--- config.mk ---
export PLATFORM = sky130hd
export DESIGN_NAME = pir_top
export DESIGN_NICKNAME = d
export VERILOG_FILES = /design/src/verilog/pir_pkg.sv /design/src/verilog/pir_arbiter.sv /design/src/verilog/pir_top.sv
export VERILOG_INCLUDE_DIRS = /design/src /design/src/verilog
export SDC_FILE = /design/constraint.sdc
export NUM_CORES = 1
export LEC_CHECK = 0
export ABC_AREA = 1
export ABC_CLOCK_PERIOD_IN_PS = 24400
export BUFFER_PORTS_ARGS = -buffer_cell sky130_fd_sc_hd__buf_2
export CELL_PAD_IN_SITES_DETAIL_PLACEMENT = 1
export CELL_PAD_IN_SITES_GLOBAL_PLACEMENT = 2
export CORE_UTILIZATION = 29
export DETAILED_ROUTE_END_ITERATION = 16
export PLACE_DENSITY = 0.95
export SLEW_MARGIN = 20
export SYNTH_ARGS = -nofsm -noshare
export SYNTH_HDL_FRONTEND = slang
export SYNTH_HIERARCHICAL = 1
export SYNTH_SLANG_ARGS = --single-unit
--- constraint.sdc ---
create_clock -name clk -period 24.4 [get_ports clk]
set_input_delay 2.44 -clock clk [delete_from_list [all_inputs] [get_ports clk]]
set_output_delay 2.44 -clock clk [all_outputs]
set_load 0.02 [all_outputs]
--- src/verilog/pir_map.svh ---
// Register offsets, bit positions and reset values of the interrupt request block
// Summary of operation
// - Level 3 beats 2, 2 beats 1
// - Same level: earlier-listed source wins
// - Watchdog, primary and watchdog oscillator traps: level 3
// - One-cycle source pulse caught in sticky bit
// - Request sets matching pending bit to 1
// - Acknowledge clears pending bit until next pulse
// - Software write of 0 clears request
// - Software write of 1 raises request
// - Watchdog request held while time-out persists
// - Watchdog and oscillator traps bypass registers
// - Forward winner if enabled, else polling only
// - Bank A bits: 6,5,4,3,0; reset zero
// - Bank B: port A pins; reset zero
// - Enable pair: 00 off, 01..11 levels
// - Acknowledge clears global interrupt enable
// - Order: watchdog and oscillator traps, timers, serial, converter, port A, port C
`ifndef PIR_MAP_SVH
`define PIR_MAP_SVH

`define PIR_BANK_A_ADDR   12'hFC0
`define PIR_BANK_B_ADDR   12'hFC3
`define PIR_BANK_RESET    8'h00
`define PIR_UNMAPPED_READ 8'h00

`define PIR_A_TIMER1_BIT  6
`define PIR_A_TIMER0_BIT  5
`define PIR_A_SER_RX_BIT  4
`define PIR_A_SER_TX_BIT  3
`define PIR_A_CONV_BIT    0

`define PIR_NUM_SRC       20

`endif

--- src/verilog/pir_pkg.sv ---
// Types shared by the interrupt request block
package pir_pkg;

   typedef enum logic [1:0] {
      PIR_LVL_OFF = 2'h0,
      PIR_LVL_ONE = 2'h1,
      PIR_LVL_TWO = 2'h2,
      PIR_LVL_TOP = 2'h3
   } pir_level_t;

   // Source index in fixed service order, lowest index first
   typedef enum logic [4:0] {
      PIR_SRC_WDOG     = 5'h00,
      PIR_SRC_PRI_OSC  = 5'h01,
      PIR_SRC_WDOG_OSC = 5'h02,
      PIR_SRC_TIMER1   = 5'h03,
      PIR_SRC_TIMER0   = 5'h04,
      PIR_SRC_SER_RX   = 5'h05,
      PIR_SRC_SER_TX   = 5'h06,
      PIR_SRC_CONV     = 5'h07,
      PIR_SRC_PA_BASE  = 5'h08,
      PIR_SRC_PC_BASE  = 5'h10
   } pir_src_t;

endpackage : pir_pkg

--- src/verilog/pir_arbiter.sv ---
// Fixed-order three-level priority picker
`timescale 1ns/100ps
`default_nettype none

module pir_arbiter #(
   parameter int NUM_SRC = 20,
   parameter int ID_W    = 5
) (
   // Requests and enable pairs, index 0 first in order
   input  wire logic [NUM_SRC-1:0] req,
   input  wire logic [NUM_SRC-1:0] lvl_hi,
   input  wire logic [NUM_SRC-1:0] lvl_lo,
   // Winner
   output logic                    win_valid,
   output logic [ID_W-1:0]         win_id
);

   function automatic pir_pkg::pir_level_t level_of(input logic hi, input logic lo);
      level_of = pir_pkg::pir_level_t'({hi, lo});
   endfunction : level_of

   pir_pkg::pir_level_t best;

   // Strict compare keeps the earliest source on a tie
   always_comb begin
      win_valid = 1'b0;
      win_id    = '0;
      best      = pir_pkg::PIR_LVL_OFF;
      for (int i = 0; i < NUM_SRC; i++) begin
         if (req[i] && (level_of(lvl_hi[i], lvl_lo[i]) > best)) begin
            best      = level_of(lvl_hi[i], lvl_lo[i]);
            win_id    = ID_W'(i);
            win_valid = 1'b1;
         end
      end
   end

endmodule : pir_arbiter

`default_nettype wire

--- src/verilog/pir_top.sv ---
// Interrupt request capture, priority and forwarding to the core
`timescale 1ns/100ps
`default_nettype none
`include "pir_map.svh"

module pir_top (
   // Clock and reset
   input  wire logic       clk,
   input  wire logic       rst_b,
   // Register port
   input  wire logic [11:0] reg_addr,
   input  wire logic       reg_wr_en,
   input  wire logic       reg_rd_en,
   input  wire logic [7:0] reg_wdata,
   output logic      [7:0] reg_rdata,
   // Ordinary source pulses
   input  wire logic       timer_one_req,
   input  wire logic       timer_zero_req,
   input  wire logic       serial_receive_req,
   input  wire logic       serial_transmit_req,
   input  wire logic       converter_req,
   input  wire logic [7:0] port_a_req,
   // Sources that bypass the registers
   input  wire logic       watchdog_req,
   input  wire logic       watchdog_int_enable,
   input  wire logic       primary_osc_fail,
   input  wire logic       watchdog_osc_fail,
   // Enable and priority pairs
   input  wire logic [7:0] bank_a_priority_high_bits,
   input  wire logic [7:0] bank_a_priority_low_bits,
   input  wire logic [7:0] bank_b_priority_high_bits,
   input  wire logic [7:0] bank_b_priority_low_bits,
   // Port C requests held elsewhere
   input  wire logic [3:0] port_c_pending,
   input  wire logic [3:0] port_c_priority_high_bits,
   input  wire logic [3:0] port_c_priority_low_bits,
   output logic      [3:0] port_c_ack_clear,
   // Global enable
   input  wire logic       gie_set,
   input  wire logic       gie_clear,
   output logic            global_interrupt_enable,
   // Core handshake
   output logic            irq_req,
   output logic      [4:0] irq_src,
   input  wire logic       irq_ack
);

   localparam int NUM_SRC = `PIR_NUM_SRC;
   localparam int PA_BASE = int'(pir_pkg::PIR_SRC_PA_BASE);
   localparam int PC_BASE = int'(pir_pkg::PIR_SRC_PC_BASE);

   logic [7:0]         bank_a_ff, nxt_bank_a;
   logic [7:0]         bank_b_ff, nxt_bank_b;
   logic [7:0]         rdata_ff, nxt_rdata;
   logic               gie_ff, nxt_gie;
   logic               req_ff, nxt_req;
   logic [4:0]         src_ff, nxt_src;
   logic [7:0]         pulse_a, clr_a, clr_b;
   logic [3:0]         clr_c;
   logic [NUM_SRC-1:0] src_req, src_hi, src_lo;
   logic               win_valid;
   logic [4:0]         win_id;
   logic               ack_take;

   ////////////////////////////////////////////////////////////////////////////////
   // Source vector in service order

   always_comb begin
      src_req = '0;
      src_hi  = '0;
      src_lo  = '0;
      // Watchdog is a level, not latched: it is held by its source
      src_req[pir_pkg::PIR_SRC_WDOG]     = watchdog_req & watchdog_int_enable;
      src_req[pir_pkg::PIR_SRC_PRI_OSC]  = primary_osc_fail;
      src_req[pir_pkg::PIR_SRC_WDOG_OSC] = watchdog_osc_fail;
      for (int i = 0; i < 3; i++) begin
         src_hi[i] = 1'b1;
         src_lo[i] = 1'b1;
      end
      src_req[pir_pkg::PIR_SRC_TIMER1] = bank_a_ff[`PIR_A_TIMER1_BIT];
      src_req[pir_pkg::PIR_SRC_TIMER0] = bank_a_ff[`PIR_A_TIMER0_BIT];
      src_req[pir_pkg::PIR_SRC_SER_RX] = bank_a_ff[`PIR_A_SER_RX_BIT];
      src_req[pir_pkg::PIR_SRC_SER_TX] = bank_a_ff[`PIR_A_SER_TX_BIT];
      src_req[pir_pkg::PIR_SRC_CONV]   = bank_a_ff[`PIR_A_CONV_BIT];
      src_hi[pir_pkg::PIR_SRC_TIMER1]  = bank_a_priority_high_bits[`PIR_A_TIMER1_BIT];
      src_hi[pir_pkg::PIR_SRC_TIMER0]  = bank_a_priority_high_bits[`PIR_A_TIMER0_BIT];
      src_hi[pir_pkg::PIR_SRC_SER_RX]  = bank_a_priority_high_bits[`PIR_A_SER_RX_BIT];
      src_hi[pir_pkg::PIR_SRC_SER_TX]  = bank_a_priority_high_bits[`PIR_A_SER_TX_BIT];
      src_hi[pir_pkg::PIR_SRC_CONV]    = bank_a_priority_high_bits[`PIR_A_CONV_BIT];
      src_lo[pir_pkg::PIR_SRC_TIMER1]  = bank_a_priority_low_bits[`PIR_A_TIMER1_BIT];
      src_lo[pir_pkg::PIR_SRC_TIMER0]  = bank_a_priority_low_bits[`PIR_A_TIMER0_BIT];
      src_lo[pir_pkg::PIR_SRC_SER_RX]  = bank_a_priority_low_bits[`PIR_A_SER_RX_BIT];
      src_lo[pir_pkg::PIR_SRC_SER_TX]  = bank_a_priority_low_bits[`PIR_A_SER_TX_BIT];
      src_lo[pir_pkg::PIR_SRC_CONV]    = bank_a_priority_low_bits[`PIR_A_CONV_BIT];
      // Port A pin 7 first, down to pin 0, then port C pin 3 down to 0
      for (int k = 0; k < 8; k++) begin
         src_req[PA_BASE+k] = bank_b_ff[7-k];
         src_hi[PA_BASE+k]  = bank_b_priority_high_bits[7-k];
         src_lo[PA_BASE+k]  = bank_b_priority_low_bits[7-k];
      end
      for (int k = 0; k < 4; k++) begin
         src_req[PC_BASE+k] = port_c_pending[3-k];
         src_hi[PC_BASE+k]  = port_c_priority_high_bits[3-k];
         src_lo[PC_BASE+k]  = port_c_priority_low_bits[3-k];
      end
   end

   pir_arbiter #(
      .NUM_SRC (NUM_SRC),
      .ID_W    (5)
   ) u_arbiter (
      .req       (src_req),
      .lvl_hi    (src_hi),
      .lvl_lo    (src_lo),
      .win_valid (win_valid),
      .win_id    (win_id)
   );

   ////////////////////////////////////////////////////////////////////////////////
   // Acknowledge decode

   assign ack_take = irq_ack & req_ff;

   always_comb begin
      clr_a = 8'h00;
      clr_b = 8'h00;
      clr_c = 4'h0;
      if (ack_take) begin
         if (src_ff == pir_pkg::PIR_SRC_TIMER1) begin
            clr_a[`PIR_A_TIMER1_BIT] = 1'b1;
         end else if (src_ff == pir_pkg::PIR_SRC_TIMER0) begin
            clr_a[`PIR_A_TIMER0_BIT] = 1'b1;
         end else if (src_ff == pir_pkg::PIR_SRC_SER_RX) begin
            clr_a[`PIR_A_SER_RX_BIT] = 1'b1;
         end else if (src_ff == pir_pkg::PIR_SRC_SER_TX) begin
            clr_a[`PIR_A_SER_TX_BIT] = 1'b1;
         end else if (src_ff == pir_pkg::PIR_SRC_CONV) begin
            clr_a[`PIR_A_CONV_BIT] = 1'b1;
         end
         for (int k = 0; k < 8; k++) begin
            if (src_ff == 5'(PA_BASE + k)) begin
               clr_b[7-k] = 1'b1;
            end
         end
         for (int k = 0; k < 4; k++) begin
            if (src_ff == 5'(PC_BASE + k)) begin
               clr_c[3-k] = 1'b1;
            end
         end
      end
   end

   ////////////////////////////////////////////////////////////////////////////////
   // Pending registers

   always_comb begin
      pulse_a = 8'h00;
      pulse_a[`PIR_A_TIMER1_BIT] = timer_one_req;
      pulse_a[`PIR_A_TIMER0_BIT] = timer_zero_req;
      pulse_a[`PIR_A_SER_RX_BIT] = serial_receive_req;
      pulse_a[`PIR_A_SER_TX_BIT] = serial_transmit_req;
      pulse_a[`PIR_A_CONV_BIT]   = converter_req;
      nxt_bank_a = bank_a_ff;
      nxt_bank_b = bank_b_ff;
      // Written value sets or clears bits; reserved bits simply store
      if (reg_wr_en && (reg_addr == `PIR_BANK_A_ADDR)) begin
         nxt_bank_a = reg_wdata;
      end else if (reg_wr_en && (reg_addr == `PIR_BANK_B_ADDR)) begin
         nxt_bank_b = reg_wdata;
      end
      nxt_bank_a = (nxt_bank_a & ~clr_a) | pulse_a;
      nxt_bank_b = (nxt_bank_b & ~clr_b) | port_a_req;
   end

   ////////////////////////////////////////////////////////////////////////////////
   // Read data, global enable, core request

   always_comb begin
      nxt_rdata = rdata_ff;
      if (reg_rd_en) begin
         if (reg_addr == `PIR_BANK_A_ADDR) begin
            nxt_rdata = bank_a_ff;
         end else if (reg_addr == `PIR_BANK_B_ADDR) begin
            nxt_rdata = bank_b_ff;
         end else begin
            nxt_rdata = `PIR_UNMAPPED_READ;
         end
      end
      nxt_gie = gie_ff;
      if (gie_set) begin
         nxt_gie = 1'b1;
      end
      if (gie_clear || ack_take) begin
         nxt_gie = 1'b0;
      end
      // Dropped on ack so the stale winner is never offered twice
      nxt_req = gie_ff & win_valid & ~ack_take;
      nxt_src = win_id;
   end

   always_ff @(posedge clk or negedge rst_b) begin
      if (!rst_b) begin
         bank_a_ff <= `PIR_BANK_RESET;
         bank_b_ff <= `PIR_BANK_RESET;
         rdata_ff  <= `PIR_BANK_RESET;
         gie_ff    <= 1'b0;
         req_ff    <= 1'b0;
         src_ff    <= 5'h00;
      end else begin
         bank_a_ff <= nxt_bank_a;
         bank_b_ff <= nxt_bank_b;
         rdata_ff  <= nxt_rdata;
         gie_ff    <= nxt_gie;
         req_ff    <= nxt_req;
         src_ff    <= nxt_src;
      end
   end

   assign reg_rdata               = rdata_ff;
   assign global_interrupt_enable = gie_ff;
   assign irq_req                 = req_ff;
   assign irq_src                 = src_ff;
   assign port_c_ack_clear        = clr_c;

endmodule : pir_top

`default_nettype wire
; ---- After elaboration in Yosys (flattened, before gate mapping)
; Cells that the tools add are included.
[op_classes]
reduce_logical = 23
muxes = 93
bitwise_logic = 11
n_lt_le_gt_ge = 19
eq_ne = 19
[op_table]
columns = operator, n
row1 = $mux 8, 6
row2 = $mux 1, 46
row3 = $mux 2, 22
row4 = $eq 5x4->1 const B, 8
row5 = $mux 4, 10
row6 = $gt 2x2->1, 17
row7 = $eq 12x12->1 const B, 2
row8 = $logic_and 1x1->1, 21
row9 = $eq 5x3->1 const B, 4
row10 = $eq 5x5->1 const B, 4
row11 = $mux 5, 4
row12 = $and 8x8->8, 2
row13 = $mux 3, 5
row14 = $not 7->8, 1
row15 = $not 8->8, 1
row16 = $or 8x7->8, 1
row17 = $or 8x8->8, 1
row18 = $eq 5x2->1 const B, 1
row19 = $and 1x1->1, 4
row20 = $gt 2x2->1 const A, 2
row21 = $reduce_bool 2->1, 1
row22 = $logic_or 1x1->1, 1
row23 = $not 1->1, 1
[totals]
output_inout_bits = 19
inputBits = 88
wordCells = 171
register_bits = 31

; ---- Depth between registers and ports, before layout
[depth]
depth_word = 61
depth_mapped = 151
ltp_nobuf = 151

; ---- By module
; Netlist, hierarchy kept.
[modules_own_cells]
columns = mod, instances, area_each_um2, cells_each, seq_area_each_um2
row1 = pir_top, 1, 1804.2, 240, 775.7
row2 = pir_arbiter, 1, 1609.0, 309, 0.0

; ---- Worst setup path after synthesis
; No wires, ideal clock.
[synth_timing]
path_type = input to register
from = input port watchdog_req
to = register req_ff, in the netlist irq_req
path_buffers = 0
required_time_ps = 24285
path_stages = 143
arrival_time_ps = 17575
slack_ps = 6710
setup_ps = 115
path_cell_list = nand2_1 > inv_1 > nand2_1 > inv_1 > ha_1 > a21oi_2 > nand2_2 > nand2_1 > o21ai_0 > ha_1 > inv_1 > nand3_1 > nand3_1 > nand2_1 > nand2_1 > nand2_1 > ha_1 > nor2_1 > (+107 left out) > ha_1 > nand2_1 > nand2_1 > nor2_1 > inv_1 > nand2_1 > o21ai_0 > ha_1 > inv_1 > nor2_1 > o211ai_1 > nand2_1 > inv_1 > nand2_4 > nor3_2 > nand3_2 > nand2_1 > nor2_1
[synth_via]
elab_chain_len = 61
word_cells_on_any_way = 80
cone_classes = order compare (19) / mux (39) / bitwise (3) / reduce/logical (19)
[synth_lines]
columns = element, line
row1 = "start, declared", pir_top.sv:24  ; input wire logic watchdog_req,
row2 = $and 1x1->1 *, pir_top.sv:73  ; src_req[pir_pkg::PIR_SRC_WDOG] = watchdog_req & watchdog_int_enable;
row3 = net src_req[0], pir_top.sv:60  ; logic [NUM_SRC-1:0] src_req, src_hi, src_lo;
row4 = $mux 2, pir_arbiter.sv:30  ; if (req[i] && (level_of(lvl_hi[i], lvl_lo[i]) > best)) begin
row5 = $gt 2x2->1, pir_arbiter.sv:30
row6 = $logic_and 1x1->1, pir_arbiter.sv:30
row7 = $mux 2, pir_arbiter.sv:30
row8 = $gt 2x2->1, pir_arbiter.sv:30
row9 = $logic_and 1x1->1, pir_arbiter.sv:30
row10 = (+47 left out), --
row11 = $logic_and 1x1->1, pir_arbiter.sv:30
row12 = $mux 2, pir_arbiter.sv:30
row13 = $gt 2x2->1, pir_arbiter.sv:30
row14 = $logic_and 1x1->1, pir_arbiter.sv:30
row15 = $mux 1 *, pir_arbiter.sv:30
row16 = net win_valid, pir_top.sv:61  ; logic win_valid;
row17 = $and 1x1->1 * (2 in series), pir_top.sv:197  ; nxt_req = gie_ff & win_valid & ~ack_take;
row18 = net nxt_req, pir_top.sv:56  ; logic req_ff, nxt_req;
row19 = "end signal, assigned", pir_top.sv:214  ; req_ff <= nxt_req;
row20 = "end, declared", pir_top.sv:56
; Mark *: on every way through the listed nets, which the timed path passes. The rest lies on a longest branch.
; A chain may end at the register's enable or synchronous reset.

; ---- Final worst setup path
; Ends and elaborated chain as after synthesis.

==> insert_results.sql <==
INSERT INTO impl_metrics (metric_group, metric, value, unit) VALUES
('critical_path', 'worst_r2r_path_depth', '125', ''),
('critical_path', 'cp_data_arrival_time', '20.03', 'ns'),
('critical_path', 'timing.setup.critical_path_class', 'input pin to flop', ''),
('placement', 'placement.cell_area', '0.00405', 'sq mm'),
('synthesis', 'share_of_synthesized_registers_carrying_an_async_set_or_reset', '100', '%'),
('floorplan', 'floorplan_die_area', '0.0122', 'sq mm'),
('sta', 'worst_pin_slew', '0.782', 'ns'),
('synthesis', 'yosysSeqAreaShare', '22.7', '%'),
('layout', 'fill_cells', '1576', ''),
('layout', 'post_layout_nonfiller_instances', '803', ''),
('power_and_ir_drop', 'leakage', '2.61', 'nW'),
('grt', 'antenna_found_initial', '0', ''),
('grt', 'grt_pass1_wl', '17.9', 'mm'),
('critical_path', 'critical_path.endpoint_type', 'flop', ''),
('sta', 'fmax', '50.3', 'MHz'),
('cts', 'clk_path_buf_depth', '2', ''),
('layout', 'post_route_cells_drive_above_1_share', '22.0', '%'),
('cts', 'numCtsBuffers', '5', ''),
('critical_path', 'critical-path-top-cell-by-count', 'sky130_fd_sc_hd__nand2_1', ''),
('cts', 'cts.reportedPaths.clkPinSlew', '0.06', 'ns'),
('floorplan', 'die-width', '110', 'um'),
('placement', 'buffer_ports.inserted', '100', ''),
('critical_path', 'crit_path_max_fanout', '5', ''),
('floorplan', 'initial_core_util', '29.8', '%'),
('sta', 'setup_viol', '0', ''),
('sta', 'min_period', '19.87', 'ns'),
('detailed_routing', 'route.detailed.drc', '0', ''),
('detailed_routing', 'routed_wire_length_per_instance', '13.0', 'um'),
('cts', 'post_cts_buffers', '0', ''),
('placement', 'detailedPlace.worstSlack', '4.18', 'ns'),
('synthesis', 'synth_edf_count', '0', ''),
('detailed_routing', 'ant_nets', '0', ''),
('synthesis', 'synth_cell_types', '39', ''),
('detailed_routing', 'viasPerCell', '4.69', ''),
('cts', 'cts_tree', 'yes', ''),
('floorplan', 'ios', '107', ''),
('synthesis', 'synth-main-ff-cell', 'sky130_fd_sc_hd__dfrtp_1', ''),
('cts', 'post_cts_hold_buffer_count', '0', ''),
('power_and_ir_drop', 'powerDensity', '93.0', 'mW/mm^2'),
('layout', 'layout.core_utilization', '36.7', '%'),
('sta', 'clock-skew-final', '0.00690', 'ns'),
('layout', 'num-nets-final', '769', ''),
('power_and_ir_drop', 'maximum_vdd_drop', '0.0000534', 'V'),
('job', 'cap_viol_max_count', '0', ''),
('floorplan', 'die_h', '110', 'um'),
('sta', 'finalWorstSetupSlack', '4.53', 'ns'),
('cts', 'clock_latency', '0.28', 'ns'),
('cts', 'clock_tree.root_cell', 'sky130_fd_sc_hd__clkbuf_16', ''),
('cts', 'cts-resized-gates', '0', ''),
('detailed_routing', 'dr.first_iter.drc_count', '153', ''),
('grt', 'grt_overflow_total', '0', ''),
('run_status', 'status', 'completed', ''),
('hold_path', 'min_path_cells', '2', ''),
('layout', 'diode_insertion_count_for_antenna_repair', '0', ''),
('synthesis', 'yosysWarningCount', '6', ''),
('layout', 'postLayoutCellArea', '0.00421', 'sq mm'),
('grt', 'global_route.usage.total', '17.6', '%'),
('detailed_routing', 'via_count', '3768', ''),
('layout', 'mostFrequentLayoutCells', '192 x sky130_fd_sc_hd__nand2_1, 107 x sky130_fd_sc_hd__inv_1, 100 x sky130_fd_sc_hd__buf_2', ''),
('sta', 'hold_ws', '0.480', 'ns'),
('synthesis', 'postSynthRegisterBits', '31', ''),
('sta', 'rsz0062_at_grt', 'false', ''),
('hold_path', 'min_path_type', 'flop to flop', ''),
('placement', 'dp.final_hpwl', '9.03', 'mm'),
('sta', 'slew_headroom', '47.7', '%'),
('power_and_ir_drop', 'total_power', '0.391', 'mW'),
('synthesis', 'synthesis.instances', '549', ''),
('critical_path', 'crit_required', '24.57', 'ns'),
('layout', 'final_common_cell', 'sky130_fd_sc_hd__nand2_1', ''),
('cts', 'numClockSinks', '31', ''),
('layout', 'layout-area-overhead-vs-synth', '23.3', '%');
[cells by family (layout without fill, tap and decap cells)]
family | Yosys count | count (layout) | share of synthesized area [%]
AOI/OAI and AO/OA | 37 | 37 | 7.22
adders and majority gates | 22 | 22 | 8.06
buffers and inverters | 118 | 218 | 14.5
DFF | 31 | 31 | 22.7
other | 1 | 12 | 0.110
and+or+nand+nor | 340 | 340 | 47.4
[worst max-delay path, delay by kind of cell]
| family | cells | cell delay (ns) |
|---|---|---|
| buffers and inverters | 24 | 1.88 |
| adder cells (fa/ha/maj) | 19 | 5.20 |
| AO/OA/AOI/OAI | 17 | 2.66 |
| AND/OR/NAND/NOR | 84 | 7.85 |
[worst paths after layout]
check,slack (ns),to,startpoint
setup / recovery,4.53,irq_req,watchdog_req
hold / removal,0.48,reg_rdata[1],reg_rdata[1]
setup reg to reg,8.46,irq_req,bank_a_ff[6]
hold reg to reg,0.48,reg_rdata[1],reg_rdata[1]
max in group asynchronous,21.69,irq_src[3],rst_b
min in group asynchronous,2.23,reg_rdata[2],rst_b
[state kept, by name (all words and copies together) (netlist names)]
name,cells
irq_req,1
global_interrupt_enable,1
irq_src,5
bank_b_ff,8
bank_a_ff,8
reg_rdata,8
[power breakdown]
part,internal (mW),switching [mW],total (mW)
sequential,0.0580,0.00704,0.0650
combinational,0.0968,0.164,0.261
clock,0.0434,0.0221,0.0655
[cells in the mapped netlist (2+ instances only)]
master	instances	area, sq um
sky130_fd_sc_hd__nand2_2	6	37.5
sky130_fd_sc_hd__nand2_1	192	721
sky130_fd_sc_hd__inv_1	107	402
sky130_fd_sc_hd__dfrtp_1	31	776
sky130_fd_sc_hd__nand3_1	57	285
sky130_fd_sc_hd__nand4_1	15	93.8
sky130_fd_sc_hd__inv_2	3	11.3
sky130_fd_sc_hd__a21oi_1	11	55.1
sky130_fd_sc_hd__nand3_4	2	35.0
sky130_fd_sc_hd__buf_4	2	15.0
sky130_fd_sc_hd__nand3_2	10	100
sky130_fd_sc_hd__a21oi_2	2	17.5
sky130_fd_sc_hd__o21a_1	7	52.6
sky130_fd_sc_hd__ha_1	22	275
sky130_fd_sc_hd__a21o_1	3	22.5
sky130_fd_sc_hd__nor2_1	27	101
sky130_fd_sc_hd__nor3_2	4	40.0
sky130_fd_sc_hd__buf_8	2	30.0
sky130_fd_sc_hd__nor3_1	5	25.0
sky130_fd_sc_hd__nor2_4	4	45.0
sky130_fd_sc_hd__nor2_2	2	12.5
sky130_fd_sc_hd__and2_1	8	50.1
sky130_fd_sc_hd__nor4_1	3	18.8
sky130_fd_sc_hd__o21ai_0	9	45.0
[metal layers]
metal | GRT usage, % | wire length (um)
met1 | 22.1 | 4720
met2 | 31.5 | 5120
met3 | 1.98 | 369
met4 | 4.89 | 223
met5 | 0 | 0
[final cells by class]
cell class / instances / area, sq um / share of cell area [%]
repair buffers: 100 / 500 / 11.9
inverters: 110 / 413 / 9.81
well taps: 143 / 179 / 4.25
flip-flops and latches: 31 / 776 / 18.4
clock buffers: 8 / 156 / 3.72
multi-input cells: 411 / 2180 / 51.9
No activity file was read; power rests on OpenSTA's default activity.
